## config.mk

```make
export PLATFORM = sky130hd
export DESIGN_NAME = cpl_top
export DESIGN_NICKNAME = d
export VERILOG_FILES = /design/src/verilog/cpl_tick.v /design/src/verilog/cpl_filter.v /design/src/verilog/cpl_top.v
export VERILOG_INCLUDE_DIRS = /design/src /design/src/verilog
export SDC_FILE = /design/constraint.sdc
export NUM_CORES = 1
export LEC_CHECK = 0
export ABC_AREA = 1
export BUFFER_PORTS_ARGS = -buffer_cell sky130_fd_sc_hd__buf_2
export CORE_UTILIZATION = 40
export CTS_CLUSTER_DIAMETER = 150
export DETAILED_ROUTE_END_ITERATION = 8
export SYNTH_ARGS = -nofsm -noshare
export SYNTH_HDL_FRONTEND = slang
export SYNTH_HIERARCHICAL = 1
export SYNTH_SLANG_ARGS = --single-unit
```

## constraint.sdc

```tcl
create_clock -name CLK -period 3.05 [get_ports CLK]
set_clock_uncertainty 0.2 [all_clocks]
set_input_delay 0.4575 -clock CLK [delete_from_list [all_inputs] [get_ports CLK]]
set_output_delay 0.4575 -clock CLK [all_outputs]
set_load 0.01 [all_outputs]
```

## src/verilog/cpl_defines.vh

```
// Constants for the two-channel protection sequencer.
// Assumes a 125 MHz system clock.
`ifndef CPL_DEFINES_VH
`define CPL_DEFINES_VH
`define CPL_CLK_MHZ        125
`define CPL_TICK_DIV       8'h7c
`define CPL_FAULT_US       8'h64
`define CPL_OFF_FAST_US    8'h1e
`define CPL_OFF_SLOW_US    8'h64
`define CPL_TMR_W          8
`define CPL_SEL_PIN        2'h0
`define CPL_SEL_BIT        2'h1
`define CPL_SEL_OR         2'h2
`define CPL_SEL_AND        2'h3
`endif

```

## src/verilog/cpl_tick.v

```verilog
// Divider producing a one-cycle pulse every microsecond.
// Assumes the single 125 MHz system clock.
`timescale 1ns/1ns
`include "cpl_defines.vh"
module cpl_tick (
  // Clock and reset
  input  wire clk,
  input  wire rst,
  // Microsecond enable
  output reg  tick
);
  reg [7:0] cnt;
  always @(posedge clk) begin
    if (rst) begin
      cnt  <= 8'h00;
      tick <= 1'b0;
    end else if (cnt == `CPL_TICK_DIV) begin
      cnt  <= 8'h00;
      tick <= 1'b1;
    end else begin
      cnt  <= cnt + 8'h01;
      tick <= 1'b0;
    end
  end
endmodule

```

## src/verilog/cpl_filter.v

```verilog
// Persistence timer counting microsecond ticks while a condition holds.
// Assumes tick is a one-cycle enable from the divider.
`timescale 1ns/1ns
`include "cpl_defines.vh"
module cpl_filter (
  // Clock, reset and microsecond tick
  input  wire                  clk,
  input  wire                  rst,
  input  wire                  tick,
  // Condition and limit
  input  wire                  cond,
  input  wire [`CPL_TMR_W-1:0] limit,
  // Condition persisted for the limit
  output wire                  done
);
  reg [`CPL_TMR_W-1:0] cnt;
  assign done = cond && (cnt >= limit);
  // Short glitches restart the count, so they are never reported.
  always @(posedge clk) begin
    if (rst || !cond) begin
      cnt <= {`CPL_TMR_W{1'b0}};
    end else if (tick && !done) begin
      cnt <= cnt + {{(`CPL_TMR_W-1){1'b0}}, 1'b1};
    end
  end
endmodule

```

## src/verilog/cpl_top.v

```verilog
// Two-channel protection sequencer: overload, over-temperature, flags.
// Assumes comparator and sensor inputs are synchronous to CLK.
// Functional notes
// - Current-limit mode keeps channel on, flags overload after filter time.
// - In current-limit mode, status-pin diagnosis drops overload indication when overload vanishes.
// - Serial diagnosis latches overload until chip-select rise after good transfer.
// - Shutdown mode switches channel off and flags after shutdown delay.
// - Shutdown latch holds channel off until commanded off by pin or bit.
// - Shutdown delay depends on the channel slew selection.
// - Shutdown mode overload flag clears on transfer only with input pin low.
// - Over-temperature switches channel off and flags at once, no filter.
// - Status-pin diagnosis drops over-temperature indication when it ends.
// - Serial diagnosis latches over-temperature until chip-select rise.
// - Automatic restart turns channel on when sensor reports cooled.
// - Latching restart keeps channel off until commanded off first.
// - Latching mode clears over-temperature flag on transfer only after channel commanded off.
// - Over-temperature shutdown applies in both overload modes.
// - Reverse-current operation generates no overload or over-temperature flags.
// - On state from pin, bit, OR or AND; defaults to pin only.
// - Overloads shorter than the active filter or shutdown delay are neither latched nor reported.
// - Overload and over-temperature flags merge into one protection flag.
// - Shutdown delay within 10-50 us fast slew, 10-150 us slow.
`timescale 1ns/1ns
`include "cpl_defines.vh"
module cpl_top (
  // Clock and reset
  input  wire       CLK,
  input  wire       SYS_RST,
  // Controller side
  input  wire [1:0] CHANNEL_INPUT,
  input  wire [1:0] CHANNEL_COMMAND_BIT,
  input  wire [1:0] INPUT_COMBINE_SELECT,
  input  wire [1:0] SLEW_SELECT,
  input  wire [1:0] SHUTDOWN_MODE,
  input  wire [1:0] LATCH_RESTART,
  input  wire       SERIAL_DIAG,
  input  wire       CS_RISE_GOOD,
  // Analog side
  input  wire [1:0] OVERLOAD_DETECT,
  input  wire [1:0] OVERTEMP_HOT,
  input  wire [1:0] REVERSE_CURRENT,
  // Outputs
  output reg  [1:0] CHANNEL_ON,
  output reg  [1:0] OVERLOAD_FLAG,
  output reg  [1:0] OVERTEMP_FLAG,
  output reg  [1:0] PROTECTION_SUMMARY_FLAG,
  output reg  [1:0] OVERLOAD_LATCH_FLAG,
  output reg  [1:0] STATUS_PIN
);
  wire tick;
  cpl_tick u_tick (
    .clk  (CLK),
    .rst  (SYS_RST),
    .tick (tick)
  );

  localparam [`CPL_TMR_W-1:0] FAULT_CNT = `CPL_FAULT_US;
  localparam [`CPL_TMR_W-1:0] OFF_FAST  = `CPL_OFF_FAST_US;
  localparam [`CPL_TMR_W-1:0] OFF_SLOW  = `CPL_OFF_SLOW_US;

  genvar n;
  generate
    for (n = 0; n < 2; n = n + 1) begin : g_ch
      reg  cmd;
      reg  ol_latch;
      reg  ot_latch;
      reg  ol_flag;
      reg  ot_flag;
      reg  next_ol_flag;
      reg  next_ot_flag;
      wire ol_done;
      wire sel_slow = SLEW_SELECT[n];
      wire [`CPL_TMR_W-1:0] ol_limit;
      wire ol_cond;
      wire rev = REVERSE_CURRENT[n];
      wire hot = OVERTEMP_HOT[n] && !rev;
      wire cmd_off;

      always @* begin
        case (INPUT_COMBINE_SELECT)
          `CPL_SEL_PIN: cmd = CHANNEL_INPUT[n];
          `CPL_SEL_BIT: cmd = CHANNEL_COMMAND_BIT[n];
          `CPL_SEL_OR:  cmd = CHANNEL_INPUT[n] | CHANNEL_COMMAND_BIT[n];
          default:      cmd = CHANNEL_INPUT[n] & CHANNEL_COMMAND_BIT[n];
        endcase
      end
      assign cmd_off = !cmd;

      // Detection is gated by the command, so a commanded-off channel cannot time out.
      assign ol_cond  = OVERLOAD_DETECT[n] && !rev && cmd && !ol_latch;
      // Slow slew gets the longer switch-off delay.
      assign ol_limit = SHUTDOWN_MODE[n] ? (sel_slow ? OFF_SLOW : OFF_FAST) : FAULT_CNT;

      cpl_filter u_ol (
        .clk   (CLK),
        .rst   (SYS_RST),
        .tick  (tick),
        .cond  (ol_cond),
        .limit (ol_limit),
        .done  (ol_done)
      );

      always @* begin
        next_ol_flag = ol_flag;
        next_ot_flag = ot_flag;
        if (CS_RISE_GOOD) begin
          if (!SHUTDOWN_MODE[n] || !CHANNEL_INPUT[n]) begin
            next_ol_flag = 1'b0;
          end
          if (!LATCH_RESTART[n] || ot_latch == 1'b0 || cmd_off) begin
            next_ot_flag = 1'b0;
          end
        end
        // Set wins over a clear arriving in the same cycle.
        if (ol_done || (ol_latch && SHUTDOWN_MODE[n])) begin
          next_ol_flag = 1'b1;
        end
        if (hot) begin
          next_ot_flag = 1'b1;
        end
      end

      always @(posedge CLK) begin
        if (SYS_RST) begin
          ol_latch <= 1'b0;
          ot_latch <= 1'b0;
          ol_flag  <= 1'b0;
          ot_flag  <= 1'b0;
        end else begin
          if (cmd_off) begin
            ol_latch <= 1'b0;
          end else if (ol_done && SHUTDOWN_MODE[n]) begin
            ol_latch <= 1'b1;
          end
          if (hot) begin
            ot_latch <= 1'b1;
          end else if (!LATCH_RESTART[n] || cmd_off) begin
            ot_latch <= 1'b0;
          end
          ol_flag <= next_ol_flag;
          ot_flag <= next_ot_flag;
        end
      end

      always @(posedge CLK) begin
        if (SYS_RST) begin
          CHANNEL_ON[n]              <= 1'b0;
          OVERLOAD_FLAG[n]           <= 1'b0;
          OVERTEMP_FLAG[n]           <= 1'b0;
          PROTECTION_SUMMARY_FLAG[n] <= 1'b0;
          OVERLOAD_LATCH_FLAG[n]     <= 1'b0;
          STATUS_PIN[n]              <= 1'b0;
        end else begin
          // Over-temperature off is immediate: sensor gates the output directly.
          CHANNEL_ON[n] <= cmd && !hot && !ot_latch && !ol_latch;
          OVERLOAD_LATCH_FLAG[n] <= ol_latch;
          if (SERIAL_DIAG) begin
            OVERLOAD_FLAG[n]           <= next_ol_flag;
            OVERTEMP_FLAG[n]           <= next_ot_flag;
            PROTECTION_SUMMARY_FLAG[n] <= next_ol_flag | next_ot_flag;
            STATUS_PIN[n]              <= cmd;
          end else begin
            OVERLOAD_FLAG[n]           <= ol_done || ol_latch;
            OVERTEMP_FLAG[n]           <= hot;
            PROTECTION_SUMMARY_FLAG[n] <= ol_done || ol_latch || hot;
            STATUS_PIN[n]              <= (ol_done || ol_latch || hot) ? !cmd : cmd;
          end
        end
      end
    end
  endgenerate
endmodule

```

Yosys cells after proc, flatten, opt, wreduce, memory -nomap -nowiden
Index checks and enable logic that the tools add are counted.
Storage, ports and cells
  input port bits: 22
  logic and storage cells: 139
  register bits after elaboration: 45
  output and inout bits: 12
Operators by class
  multiplexer cells: 33
  add/subtract/negate cells: 3
  reduce and logical (&&, ||, !) cells: 64
  equal/unequal tests: 3
  order comparisons: 2
  bitwise operators: 10
Operators by type and width (count)
  2-to-1 mux 7 bit: 4
  2-to-1 mux 1 bit: 27
  adder 8 x 1 -> 8 bit, second input constant: 3
  logical AND 1 bit: 22
  logical NOT 1 bit: 20
  >= comparator 8 x 7 -> 1 bit: 2
  logical OR 1 bit: 16
  equality test 8 x 7 -> 1 bit, second input constant: 1
  case mux 1 bit (3 select lines): 2
  OR reduction 2 bit: 3
  inverter 1 bit: 4
  bitwise OR 1 bit: 4
  nonzero test 2 bit: 2
  AND 1 bit: 2
  equality test 2 x 1 -> 1 bit, second input constant: 1
  equality test 2 bit, second input constant: 1
  logical NOT 2 bit: 1

Logic depth before layout (Yosys ltp)
Gate-level depths: netlist of the first run.
  depth in word-level cells: 9
  mapped depth: 19
  gate-level depth less buffers: 18

Hierarchy
The synthesis of the first run kept the hierarchy.
Modules (own cells, without submodules)
  cpl_filter: area an instance 654.4 sq um, instances 2, cells an instance 100, sequential area each 160.2 sq um
  cpl_top: area an instance 872.1 sq um, instances 1, cells an instance 125, sequential area each 400.4 sq um
  cpl_tick: area an instance 402.9 sq um, instances 1, cells an instance 52, sequential area each 180.2 sq um

Worst setup path after synthesis of the first run
Ideal clock, no wire load.
  path kind: input to register
  start: input port SHUTDOWN_MODE[0]
  end: register PROTECTION_SUMMARY_FLAG[0]
  slack: 0.601 ns
  stages: 18
  setup time: 0.109 ns
  required time: 2.741 ns
  buffers on the path: 1
  arrival: 2.141 ns
  cell sequence: inv_1 -> nor2_1 -> inv_1 -> inv_1 -> ha_1 -> a21oi_1 -> nor2_1 -> nor2_1 -> nand3_2 -> nand2_4 -> buf_6 -> inv_1 -> nor2_1 -> nand2_1 -> o21ai_0 -> inv_2 -> nand2_1 -> inv_1
On the way
  cells in the longest elaborated chain, start to end: 7
  elaborated cells between the ends (all ways): 14
  those cells by class: order compare (1); mux (5); bitwise (1); reduce/logical (7)
Ends and longest elaborated chain
  from (decl): line cpl_top.v:34  | input wire [1:0] SHUTDOWN_MODE,
  2-to-1 mux 7 bit (*): line cpl_top.v:92  | assign ol_limit = SHUTDOWN_MODE[n] ? (sel_slow ? OFF_SLOW : OFF_FAST) : FAULT_CNT;
  net g_ch[0].ol_limit[1]: line cpl_top.v:73  | wire [`CPL_TMR_W-1:0] ol_limit;
  >= comparator 8 x 7 -> 1 bit (*): line cpl_filter.v:17  | assign done = cond && (cnt >= limit);
  logical AND 1 bit (*): line cpl_filter.v:17
  net g_ch[0].ol_done: line cpl_top.v:71  | wire ol_done;
  logical OR 1 bit: line cpl_top.v:115  | if (ol_done || (ol_latch && SHUTDOWN_MODE[n])) begin
  2-to-1 mux 1 bit: line cpl_top.v:115
  bitwise OR 1 bit: line cpl_top.v:160  | PROTECTION_SUMMARY_FLAG[n] <= next_ol_flag | next_ot_flag;
  2-to-1 mux 1 bit (*): line cpl_top.v:157  | if (SERIAL_DIAG) begin
  to (signal, indexed assignment): line cpl_top.v:160
  to (signal, indexed assignment): line cpl_top.v:165  | PROTECTION_SUMMARY_FLAG[n] <= ol_done || ol_latch || hot;
  to (decl): line cpl_top.v:46  | output reg [1:0] PROTECTION_SUMMARY_FLAG,
Mark *: on every way through the listed nets, which the timed path passes. The rest lies on a longest branch.
A chain may end at the register's enable or synchronous reset.

Worst setup path in the final report of the first run
Ends and elaborated chain as after synthesis.

==> metrics.md, run 1 <==
| Metric | Value |
|---|---|
| CTS Buf Count | `5` |
| Initial DRC Count | `53` |
| Die area | `6780 sq um` |
| Most Crowded Layer GR | `met2` |
| Post-synthesis simple-gate area fraction | `32.8%` |
| DRC | `0` |
| Syn Inst Count | `377` |
| Post-synthesis sequential element count | `45` |
| Max-slew headroom | `63.5%` |
| Post-synth EDFFs | `0` |
| Required time of the critical path | `3.05 ns` |
| NumNets Final | `461` |
| Clk_lat worst skew | `0.29 ns` |
| Post-Synth XOR/XNOR Area | `1.02%` |
| Setup bufs post-CTS | `0` |
| Global placement routability congestion | `0.862` |
| Slew Viols, Final | `0` |
| Starting Density | `42.6%` |
| Clk sink count | `45` |
| Largest family of logic cells by synthesized area | `simple AND/OR/NAND/NOR gates` |
| Antenna Nets Post-Route | `0` |
| Critical path class | `input port to register` |
| M3 GR Usage | `3.41%` |
| Grt ovf | `0` |
| Period utilization | `79.6%` |
| Synth Cell Area | `2580 sq um` |
| Layout cells sized above 1 | `17.9%` |
| Asr flop ratio synth | `0%` |
| Main synth FF type | `dfxtp_1` |
| Largest net degree at the start of global routing | `19` |
| Outcome | `finished, final reports clean` |
| Reg clk slew, reported paths | `0.09 ns` |
| Finished Layout Cells | `494` |
| DRT Pass-1 Iters | `5` |
| H-tree levels | `2` |
| Die height | `82.4 microns` |
| # rows | `28` |
| CTS tree | `yes` |
| Via count | `2,278` |
| Die width | `82.4 microns` |
| Hold_buf cts | `0` |
| Cells after DPL | `487` |
| Max incr delay on CP | `0.23 ns` |
| Initial antenna violation count | `0` |
| CP max-delay cell | `ha_1` |
| Arrival time worst endpoint | `2.43 ns` |
| Actual slew at the worst max-slew pin | `0.545 ns` |
| Total power | `0.00111 W` |
| Met1 GRT Util | `22.3%` |
| Static Leak | `1.47 nW` |
| # resized after CTS | `0` |
| Peak supply drop | `248 uV` |
| Fill count | `650` |
| Vias per cell | `4.61` |
| Post-synthesis area per instance | `6.85 sq um` |
| RSZ-0062 raised after global routing | `no` |
| Synth cell types | `29` |
| Sequential fraction of the synthesis area | `34.9%` |
| Final wirelength | `4.97 mm` |
| Top cells by area, synth | `dfxtp_1, nand2_1, ha_1, inv_1, nor2_1` |
| Peak fanout along the critical path | `17` |
| Critical path endpoint category | `register` |
| CP startpoint kind | `input port` |
| CTS max path bufs | `2` |
| WL/cell | `10.1 microns` |
| Root buf cell | `clkbuf_8` |
| Max Freq | `0.412 GHz` |
| Hold path depth | `1` |
| Crit-path most repeated cell | `inv_1` |
| Ys Warns | `6` |
| GR Util met2 | `27.3%` |
| I/O pins | `34` |
| Compound-Gate Fraction of Synth Area | `9.73%` |
| Post-synthesis adder-cell area fraction | `9.69%` |
| Share of the synthesized area in the top cell type | `34.9%` |
| Final Util | `48.3%` |
| Post-DP HPWL | `3.76 mm` |
| Final setup TNS | `0 ns` |
| Via count of the first global-routing pass | `2,040` |
| Hold Crit Class | `register to register` |
| Layout area overhead | `13.3%` |
| Final hold vios | `0` |
| Worst-path cell chain | `buf_2 -> inv_1 -> nor2_1 -> inv_1 -> inv_1 -> ha_1 -> a21oi_1 -> nor2_1 -> nor2_1 -> nand3_2 -> nand2_4 -> inv_1 -> nor2_1 -> nand2_1 -> o21ai_0 -> inv_2 -> nand2_1 -> inv_1` |
| PortBufs | `33` |
| Mux share of post-synthesis cell area | `0%` |
| First-pass GRT wire length | `8.66 mm` |
| GRT Overall Usage | `16.8%` |
| Diodes inserted | `0` |
| Final setup fails | `0` |
| Power Dens Cells | `378 nW/um^2` |
| Min cycle time layout | `2.43 ns` |
| Area leader, netlist | `dfxtp_1` |
| R2R depth | `15` |
| Max-Cap Viols | `0` |
| Core ar. | `6060 sq um` |
cell usage after synthesis (6+ instances only):
cell type and instances:
a21oi_1 34, dfxtp_1 45, ha_1 20, inv_1 65, inv_2 6, nand2_1 77
nand2_2 12, nand3_1 22, nor2_1 51, o21ai_1 6
final timing paths:
kind | endpoint | start | slack (ns)
worst min-delay path | CHANNEL_ON[1]$_SDFF_PP0_ | g_ch[1].ot_latch$_SDFFE_PP0P_ | 0.22
worst min register to register | CHANNEL_ON[1]$_SDFF_PP0_ | g_ch[1].ot_latch$_SDFFE_PP0P_ | 0.22
worst max-delay path | PROTECTION_SUMMARY_FLAG[0]$_SDFF_PP0_ | SHUTDOWN_MODE[0] | 0.62
worst max register to register | PROTECTION_SUMMARY_FLAG[0]$_SDFF_PP0_ | g_ch[0].u_ol/cnt[3]$_SDFFE_PP0P_ | 0.88
state kept, by name, summed over array words and instances (netlist names):
register                 flops
CHANNEL_ON                   2
OVERLOAD_FLAG                2
OVERLOAD_LATCH_FLAG          2
OVERTEMP_FLAG                2
PROTECTION_SUMMARY_FLAG      2
STATUS_PIN                   2
g_ch.ol_flag                 2
g_ch.ol_latch                2
g_ch.ot_flag                 2
g_ch.ot_latch                2
g_ch.u_ol/cnt               16
u_tick/cnt                   8
u_tick/tick                  1
critical path: cells and delay by family:
family | cells | cell delay (ns)
AO/OA/AOI/OAI | 2 | 0.32
AND/OR/NAND/NOR | 8 | 0.95
buffers and inverters | 7 | 0.45
adder cells (fa/ha/maj) | 1 | 0.23
report_power, final:
group          internal [W]  leakage (nW)  switching, W  total (W)
logic             0.0000462          1.06     0.0000744   0.000121
registers          0.000601         0.366    0.00000676   0.000607
clock network      0.000179        0.0433      0.000199   0.000378
metrics by stage:
stage               cell area [sq um]  worst slack, ns  hold WS (ns)
detailed placement               2840            0.301         0.214
floorplan                        2600            0.601         0.197
global route                     2930            0.355         0.249
CTS                              2930            0.599         0.226
global placement                 2840            0.372         0.214
finish                           2930            0.621         0.222
cell families (layout without fill, tap and decap cells):
| logic type | after synthesis | after routing |
|---|---|---|
| xor+xnor | 3 | 3 |
| simple gates | 184 | 184 |
| buf+inv | 75 | 113 |
| compound gates | 48 | 48 |
| other cells | 2 | 6 |
| fa+ha+maj | 20 | 20 |
| flops | 45 | 45 |
metal layers:
metal / vias to the layer above / wire length (microns) / part of all wire (%)
li1: 1245 / - / -
met4: 0 / 25 / 0.50
met5: - / 0 / 0
met1: 993 / 2570 / 52
met2: 38 / 2200 / 44
met3: 2 / 179 / 3.6
final cells by class:
class / instances / area, sq um / area share (%)
clock inverters: 1 / 7.51 / 0.256
flip-flops and latches: 45 / 901 / 30.8
multi-input cells: 261 / 1400 / 47.7
clock buffers: 6 / 82.6 / 2.82
well taps: 75 / 93.8 / 3.21
inverters: 72 / 273 / 9.32
repair buffers: 34 / 173 / 5.90
cell usage in the layout (no fill, tap or decap), types with 12 or more instances in the layout:
cell type / netlist / final
nand2_1: 77 / 77
inv_1: 65 / 65
nor2_1: 51 / 51
dfxtp_1: 45 / 45
a21oi_1: 34 / 34
buf_2: 1 / 33
nand3_1: 22 / 22
ha_1: 20 / 20
nand2_2: 12 / 12
Note: power is estimated with default switching activity, not from simulation.
==> run 2, diff against run 1 <==
clock period = 1.95 ns   (was 3.05 ns; I/O delays follow)
==> metrics.md, run 2 (synthesis results as in run 1) <==
| Metric | Value |
|---|---|
| Static Leak | `1.59 nW (was 1.47 nW)` |
| H-tree levels | `2 (unchanged)` |
| Clk_lat worst skew | `0.29 ns (about the same)` |
| WL met2 | `2.20 mm (about the same)` |
| Final Instance Area | `3350 sq um (was 2930 sq um)` |
| Crit-path most repeated cell | `nor2_1 (was inv_1)` |
| Hold Crit Class | `input port to register (was register to register)` |
| Initial antenna violation count | `0 (unchanged)` |
| Outcome | `finished, final reports clean (unchanged)` |
| Critical path's top delay family | `simple AND/OR/NAND/NOR gates (unchanged)` |
| Power Dens Cells | `519 nW/um^2 (was 378 nW/um^2)` |
| Max incr delay on CP | `0.36 ns (was 0.23 ns)` |
| Period utilization | `94.7%` |
| CTS max path bufs | `2 (unchanged)` |
| Wl on met1 | `2.68 mm (was 2.57 mm)` |
| Die width | `82.4 microns (unchanged)` |
| Required time of the critical path | `1.95 ns (was 3.05 ns)` |
| Arrival time worst endpoint | `1.85 ns (was 2.43 ns)` |
| Critical path endpoint category | `register (unchanged)` |
| Die height | `82.4 microns (unchanged)` |
| Final hold vios | `0 (unchanged)` |
| Via count | `2,363 (was 2,278)` |
| Slew Viols, Final | `0 (unchanged)` |
| Root buf cell | `clkbuf_8 (unchanged)` |
| Critical path class | `register to register (was input port to register)` |
| Grt ovf | `0 (unchanged)` |
| WL/cell | `9.89 microns (was 10.1 microns)` |
| Starting Density | `42.6% (unchanged)` |
| Peak supply drop | `329 uV (was 248 uV)` |
| I/O pins | `34 (unchanged)` |
| Initial DRC Count | `109 (was 53)` |
| CP startpoint kind | `register (was input port)` |
| Reg clk slew, reported paths | `0.08 ns (was 0.09 ns)` |
| Max-Cap Viols | `0 (unchanged)` |
| Commonest cells after routing, fill and taps aside | `nand2_1, inv_1, nor2_1 (unchanged)` |
| Global placement routability congestion | `0.764 (was 0.862)` |
| NumNets Final | `484 (was 461)` |
| Diodes inserted | `0 (unchanged)` |
| Hold_buf cts | `0 (unchanged)` |
| Largest reg by FF count | `g_ch.u_ol/cnt (unchanged)` |
| Peak fanout along the critical path | `2 (was 17)` |
| RSZ-0062 raised after global routing | `yes (was no)` |
| Met3 routed wirelength | `180 microns (was 179 microns)` |
| Vias per cell | `4.56 (was 4.61)` |
| Worst setup margin | `0.103 ns (was 0.621 ns)` |
| First-pass GRT wire length | `8.58 mm (was 8.66 mm)` |
| DP Area | `3070 sq um (was 2840 sq um)` |
| Final wirelength | `5.13 mm (was 4.97 mm)` |
| DRC | `0 (unchanged)` |
| Number of flip-flops in the largest register | `16 (unchanged)` |
| Via count of the first global-routing pass | `2,044 (was 2,040)` |
| CP max-delay cell | `dfxtp_4 (was ha_1)` |
| Clk sink count | `45 (unchanged)` |
| Die area | `6780 sq um (unchanged)` |
| PortBufs | `33 (unchanged)` |
| Layout area overhead | `29.7% (was 13.3%)` |
| Most common cell after layout, fill and taps aside | `nand2_1 (unchanged)` |
| DRT Pass-1 Iters | `4 (was 5)` |
| CTS Buf Count | `5 (unchanged)` |
| Core ar. | `6060 sq um (unchanged)` |
| Buf/Inv on CP | `2 (was 7)` |
| Top Layer Used | `met4 (unchanged)` |
| CTS tree | `yes (unchanged)` |
| Max Freq | `0.541 GHz` |
| GRT Overall Usage | `16.6% (was 16.8%)` |
| Antenna Nets Post-Route | `0 (unchanged)` |
| Final setup fails | `0 (unchanged)` |
| Worst-path cell chain | `ha_4 -> a21oi_2 -> nor2_1 -> nor2_1 -> nand3_2 -> nand2_4 -> inv_4 -> a21oi_4 -> nand2_2 -> nor2_2 -> nand3_1 -> nand2_1 -> inv_1 (was buf_2 -> inv_1 -> nor2_1 -> inv_1 -> inv_1 -> ha_1 -> a21oi_1 -> nor2_1 -> nor2_1 -> nand3_2 -> nand2_4 -> inv_1 -> nor2_1 -> nand2_1 -> o21ai_0 -> inv_2 -> nand2_1 -> inv_1)` |
| # rows | `28 (unchanged)` |
| Post-DP HPWL | `3.84 mm (was 3.76 mm)` |
| Min cycle time layout | `1.85 ns` |
| Layout cells sized above 1 | `30.9% (was 17.9%)` |
| Largest net degree at the start of global routing | `19 (unchanged)` |
| Largest regs | `g_ch.u_ol/cnt (16), u_tick/cnt (8) (unchanged)` |
| DP Worst Slack | `-0.336 ns (was 0.301 ns)` |
-- run 2: cell count changes in the layout (fill, tap and decap cells not counted), moves of 3 or more --
cell / previous run / this run
a21oi_1: 34 / 31
buf_2: 33 / 30
buf_4: 1 / 25
dfxtp_1: 45 / 34
dfxtp_2: 0 / 7
dfxtp_4: 0 / 4
ha_1: 20 / 10
ha_4: 0 / 10
inv_1: 65 / 57
inv_2: 6 / 10
nor2_1: 51 / 46
nor2_4: 2 / 5
-- run 2: routing by layer --
metal | GRT usage, % | up-vias
li1 | - | 1291
met1 | 22.1 | 1030
met2 | 25.9 | 38
met3 | 3.85 | 4
met4 | 6.32 | 0
met5 | 0 | -
-- run 2: report_power, final --
part / leakage, nW / total, W / internal, W / switching [W]
clock: 0.0385 / 0.000564 / 0.000254 / 0.000310
sequential: 0.372 / 0.000944 / 0.000934 / 0.0000102
combinational: 1.18 / 0.000233 / 0.0000999 / 0.000133
total: 1.59 / 0.00174 / 0.00129 / 0.000454
-- run 2: area by class of cell --
type / count / area [sq um]
fill: 594 / 2710
multi-input combinational: 261 / 1580
sequential: 45 / 925
timing repair buffer: 57 / 369
inverter: 72 / 303
tap: 75 / 93.8
clock buffer: 7 / 76.3
clock inverter: 1 / 7.51
-- run 2: timing repair --
item                       CTS  global route
setup endpoints to repair    1            20
setup buffers                0             7
hold endpoints to repair     0             0
pin swaps                    0            15
gates resized for setup      2            31
-- run 2: worst min-delay path, stage by stage --
cell and delay (ns):
buf_2 0.15, nor2_1 0.07, nor2_2 0.09
-- run 2: worst paths after layout --
| path | startpoint | end | slack (ns) | depth (start not counted) |
|---|---|---|---|---|
| worst max-delay path | g_ch[0].u_ol/cnt[5]$_SDFFE_PP0P_ | PROTECTION_SUMMARY_FLAG[0]$_SDFF_PP0_ | 0.10 | 13 |
| worst min-delay path | SERIAL_DIAG | OVERTEMP_FLAG[0]$_SDFF_PP0_ | 0.14 | 3 |
| worst max register to register | g_ch[0].u_ol/cnt[5]$_SDFFE_PP0P_ | PROTECTION_SUMMARY_FLAG[0]$_SDFF_PP0_ | 0.10 | 13 |
| worst min register to register | g_ch[0].ot_latch$_SDFFE_PP0P_ | CHANNEL_ON[0]$_SDFF_PP0_ | 0.24 | 1 |
-- run 2: metrics by stage --
| stage | cells | utilization [%] | hold WS (ns) | power, W | setup TNS (ns) |
|---|---|---|---|---|---|
| finish | 518 | 55.3 | 0.138 | 0.00174 | 0 |
| global route | 518 | 55.3 | 0.153 | 0.00182 | -0.0434 |
| CTS | 511 | 52.2 | 0.117 | 0.00176 | 0 |
| detailed placement | 503 | 50.7 | 0.213 | 0.00119 | -5.39 |
| global placement | 503 | 50.7 | 0.210 | 0.00119 | -4.79 |
| floorplan | 381 | - | 0.165 | 0.00111 | -0.399 |
==> run 3, diff against run 2 <==
clock period = 1.5 ns   (was 1.95 ns; I/O delays follow)
==> metrics.md, run 3 (synthesis results as in run 1) <==
| Metric | Value |
|---|---|
| Outcome | `complete, but fails checks (was finished, final reports clean)` |
| Failing checks | `negative setup slack` |
| Hold Crit Class | `input port to register (unchanged)` |
| Layout area overhead | `48.1% (was 29.7%)` |
| Required time of the critical path | `1.49 ns (was 1.95 ns)` |
| Diodes inserted | `0 (unchanged)` |
| Net switching power | `0.000613 W (was 0.000454 W)` |
| WP depth | `10 (was 13)` |
| RSZ-0062 raised after global routing | `yes (unchanged)` |
| Final wirelength | `6.18 mm (was 5.13 mm)` |
| Combinational group share of total power | `13.6% (was 13.4%)` |
| Final Instance Area | `3830 sq um (was 3350 sq um)` |
| Most common cell after layout, fill and taps aside | `nand2_1 (unchanged)` |
| Max-Cap Viols | `0 (unchanged)` |
| DRC | `0 (unchanged)` |
| Max Freq | `0.544 GHz (was 0.541 GHz)` |
| DRT Pass-1 Iters | `4 (unchanged)` |
| Worst setup margin | `-0.338 ns (was 0.103 ns)` |
| PortBufs | `33 (unchanged)` |
| Final hold vios | `0 (unchanged)` |
| Register-to-register setup slack | `-0.34 ns (was 0.10 ns)` |
| Die height | `82.4 microns (unchanged)` |
| Die area | `6780 sq um (unchanged)` |
| Clock network power share | `36.3% (was 32.4%)` |
| First-pass GRT wire length | `10.6 mm (was 8.58 mm)` |
| CP max-delay cell | `dfxtp_2 (was dfxtp_4)` |
| I/O pins | `34 (unchanged)` |
| Max incr delay on CP | `0.34 ns (was 0.36 ns)` |
| Seq pwr share | `50.1% (was 54.2%)` |
| Grt ovf | `0 (unchanged)` |
| Reg-to-Reg Start | `g_ch[0].u_ol/cnt[5]$_SDFFE_PP0P_ (unchanged)` |
| DP Area | `3320 sq um (was 3070 sq um)` |
| Buf/Inv on CP | `2 (unchanged)` |
| Min cycle time layout | `1.84 ns (was 1.85 ns)` |
| Switching part of the total | `24.9% (was 26.1%)` |
| Period utilization | `123% (was 94.7%)` |
| Critical path endpoint category | `register (unchanged)` |
| Power Dens Cells | `644 nW/um^2 (was 519 nW/um^2)` |
| Peak supply drop | `461 uV (was 329 uV)` |
| CTS max path bufs | `2 (unchanged)` |
| Initial DRC Count | `117 (was 109)` |
| Worst reg2reg endpoint | `g_ch[0].u_ol/cnt[0]$_SDFFE_PP0P_ (was PROTECTION_SUMMARY_FLAG[0]$_SDFF_PP0_)` |
| Starting Density | `42.6% (unchanged)` |
| Critical path class | `register to register (unchanged)` |
| GRT Overall Usage | `20.4% (was 16.6%)` |
| Commonest cells after routing, fill and taps aside | `nand2_1, inv_1, buf_4 (was nand2_1, inv_1, nor2_1)` |
| Initial antenna violation count | `0 (unchanged)` |
| # rows | `28 (unchanged)` |
| Fill count | `527 (was 594)` |
| Reg clk slew, reported paths | `0.08 ns (about the same)` |
| Static Leak | `1.81 nW (was 1.59 nW)` |
| Clk sink count | `45 (unchanged)` |
| Peak fanout along the critical path | `8 (was 2)` |
| CTS tree | `yes (unchanged)` |
| Number of flip-flops in the largest register | `16 (unchanged)` |
| Largest regs | `g_ch.u_ol/cnt (16), u_tick/cnt (8) (unchanged)` |
| DP Worst Slack | `-0.712 ns (was -0.336 ns)` |
| WL/cell | `11.3 microns (was 9.89 microns)` |
| R2R depth | `10 (was 13)` |
| Die width | `82.4 microns (unchanged)` |
| Critical path's top delay family | `simple AND/OR/NAND/NOR gates (unchanged)` |
| Arrival time worst endpoint | `1.83 ns (was 1.85 ns)` |
| Post-DP HPWL | `4.16 mm (was 3.84 mm)` |
| Core ar. | `6060 sq um (unchanged)` |
| Layout cells sized above 1 | `45.0% (was 30.9%)` |
| CP startpoint kind | `register (unchanged)` |
| Final setup fails | `26 (was 0)` |
| CTS Buf Count | `5 (unchanged)` |
| Final Util | `63.1% (was 55.3%)` |
| Antenna Nets Post-Route | `0 (unchanged)` |
| Total power | `0.00247 W (was 0.00174 W)` |
| Largest net degree at the start of global routing | `14 (was 19)` |
| Via count | `2,560 (was 2,363)` |
| Crit path capture | `g_ch[0].u_ol/cnt[0]$_SDFFE_PP0P_ (was PROTECTION_SUMMARY_FLAG[0]$_SDFF_PP0_)` |
| Clk_lat worst skew | `0.29 ns (about the same)` |
| Internal | `0.00185 W (was 0.00129 W)` |
| Via count of the first global-routing pass | `2,469 (was 2,044)` |
| Slew Viols, Final | `0 (unchanged)` |
| H-tree levels | `2 (unchanged)` |
| Root buf cell | `clkbuf_8 (unchanged)` |
| Largest reg by FF count | `g_ch.u_ol/cnt (unchanged)` |
| Vias per cell | `4.67 (was 4.56)` |
| Critical Path Source | `g_ch[0].u_ol/cnt[5]$_SDFFE_PP0P_ (unchanged)` |
| Global placement routability congestion | `0.762 (was 0.764)` |
| Worst-path cell chain | `ha_4 -> nand2_2 -> nor2_4 -> nand4_2 -> nand3_2 -> nand2_4 -> buf_4 -> buf_12 -> a21oi_1 -> nor2_1 (was ha_4 -> a21oi_2 -> nor2_1 -> nor2_1 -> nand3_2 -> nand2_4 -> inv_4 -> a21oi_4 -> nand2_2 -> nor2_2 -> nand3_1 -> nand2_1 -> inv_1)` |
| NumNets Final | `515 (was 484)` |
[run 3: worst min-delay path by stage]
stage | start | endpoint | slack [ns] | cells past startpoint
5_1_grt | SYS_RST | u_tick/tick$_SDFF_PP0_ | 0.07 | 2
3_3_place_gp | g_ch[0].ot_latch$_SDFFE_PP0P_ | CHANNEL_ON[0]$_SDFF_PP0_ | 0.24 | 1
3_5_place_dp | g_ch[0].ot_latch$_SDFFE_PP0P_ | CHANNEL_ON[0]$_SDFF_PP0_ | 0.23 | 1
2_1_floorplan | SYS_RST | u_tick/tick$_SDFF_PP0_ | 0.1 | 1
6_report | SYS_RST | u_tick/tick$_SDFF_PP0_ | 0.07 | 2
4_1_cts | SERIAL_DIAG | OVERTEMP_FLAG[0]$_SDFF_PP0_ | 0.06 | 3
[run 3: power groups by stage]
stage	sequential, W	clock (W)	combinational [W]
2_1_floorplan	0.00127	0	0.000168
3_3_place_gp	0.00126	0	0.000302
3_5_place_dp	0.00126	0	0.000304
4_1_cts	0.00124	0.000933	0.000322
5_1_grt	0.00124	0.000987	0.000378
6_report	0.00123	0.000896	0.000335
[run 3: cell type report]
class,count,area [sq um],area share [%]
multi-input combinational,261,1760,46.0
sequential,45,917,24.0
timing repair buffer,88,649,17.0
inverter,72,303,7.91
tap,75,93.8,2.45
clock buffer,5,68.8,1.80
clock inverter,2,35.0,0.916
[run 3: stage by stage]
stage / TNS, ns / std cells / hold slack (ns)
3_3_place_gp: -14.41 / 531 / 0.238
6_report: -7.23 / 548 / 0.0703
4_1_cts: -7.14 / 546 / 0.0574
2_1_floorplan: -7.31 / 381 / 0.0974
5_1_grt: -9.95 / 548 / 0.0745
3_5_place_dp: -15.21 / 531 / 0.230
[run 3: layer usage]
metal	vias to the layer above	part of all wire, %	global-route usage [%]	wire length [microns]
met3	7	4.2	4.51	261
met1	1152	46	25.5	2870
met2	50	48	34.5	2960
met4	0	1.4	6.84	85
li1	1351	-	-	-
met5	-	0	0	0
[run 3: repair_timing]
action	in CTS	in global routing
hold buffers	0	0
endpoints found under the setup margin	26	26
setup buffers	7	8
pin swaps	23	23
gates resized for setup	45	35
cloned	2	0
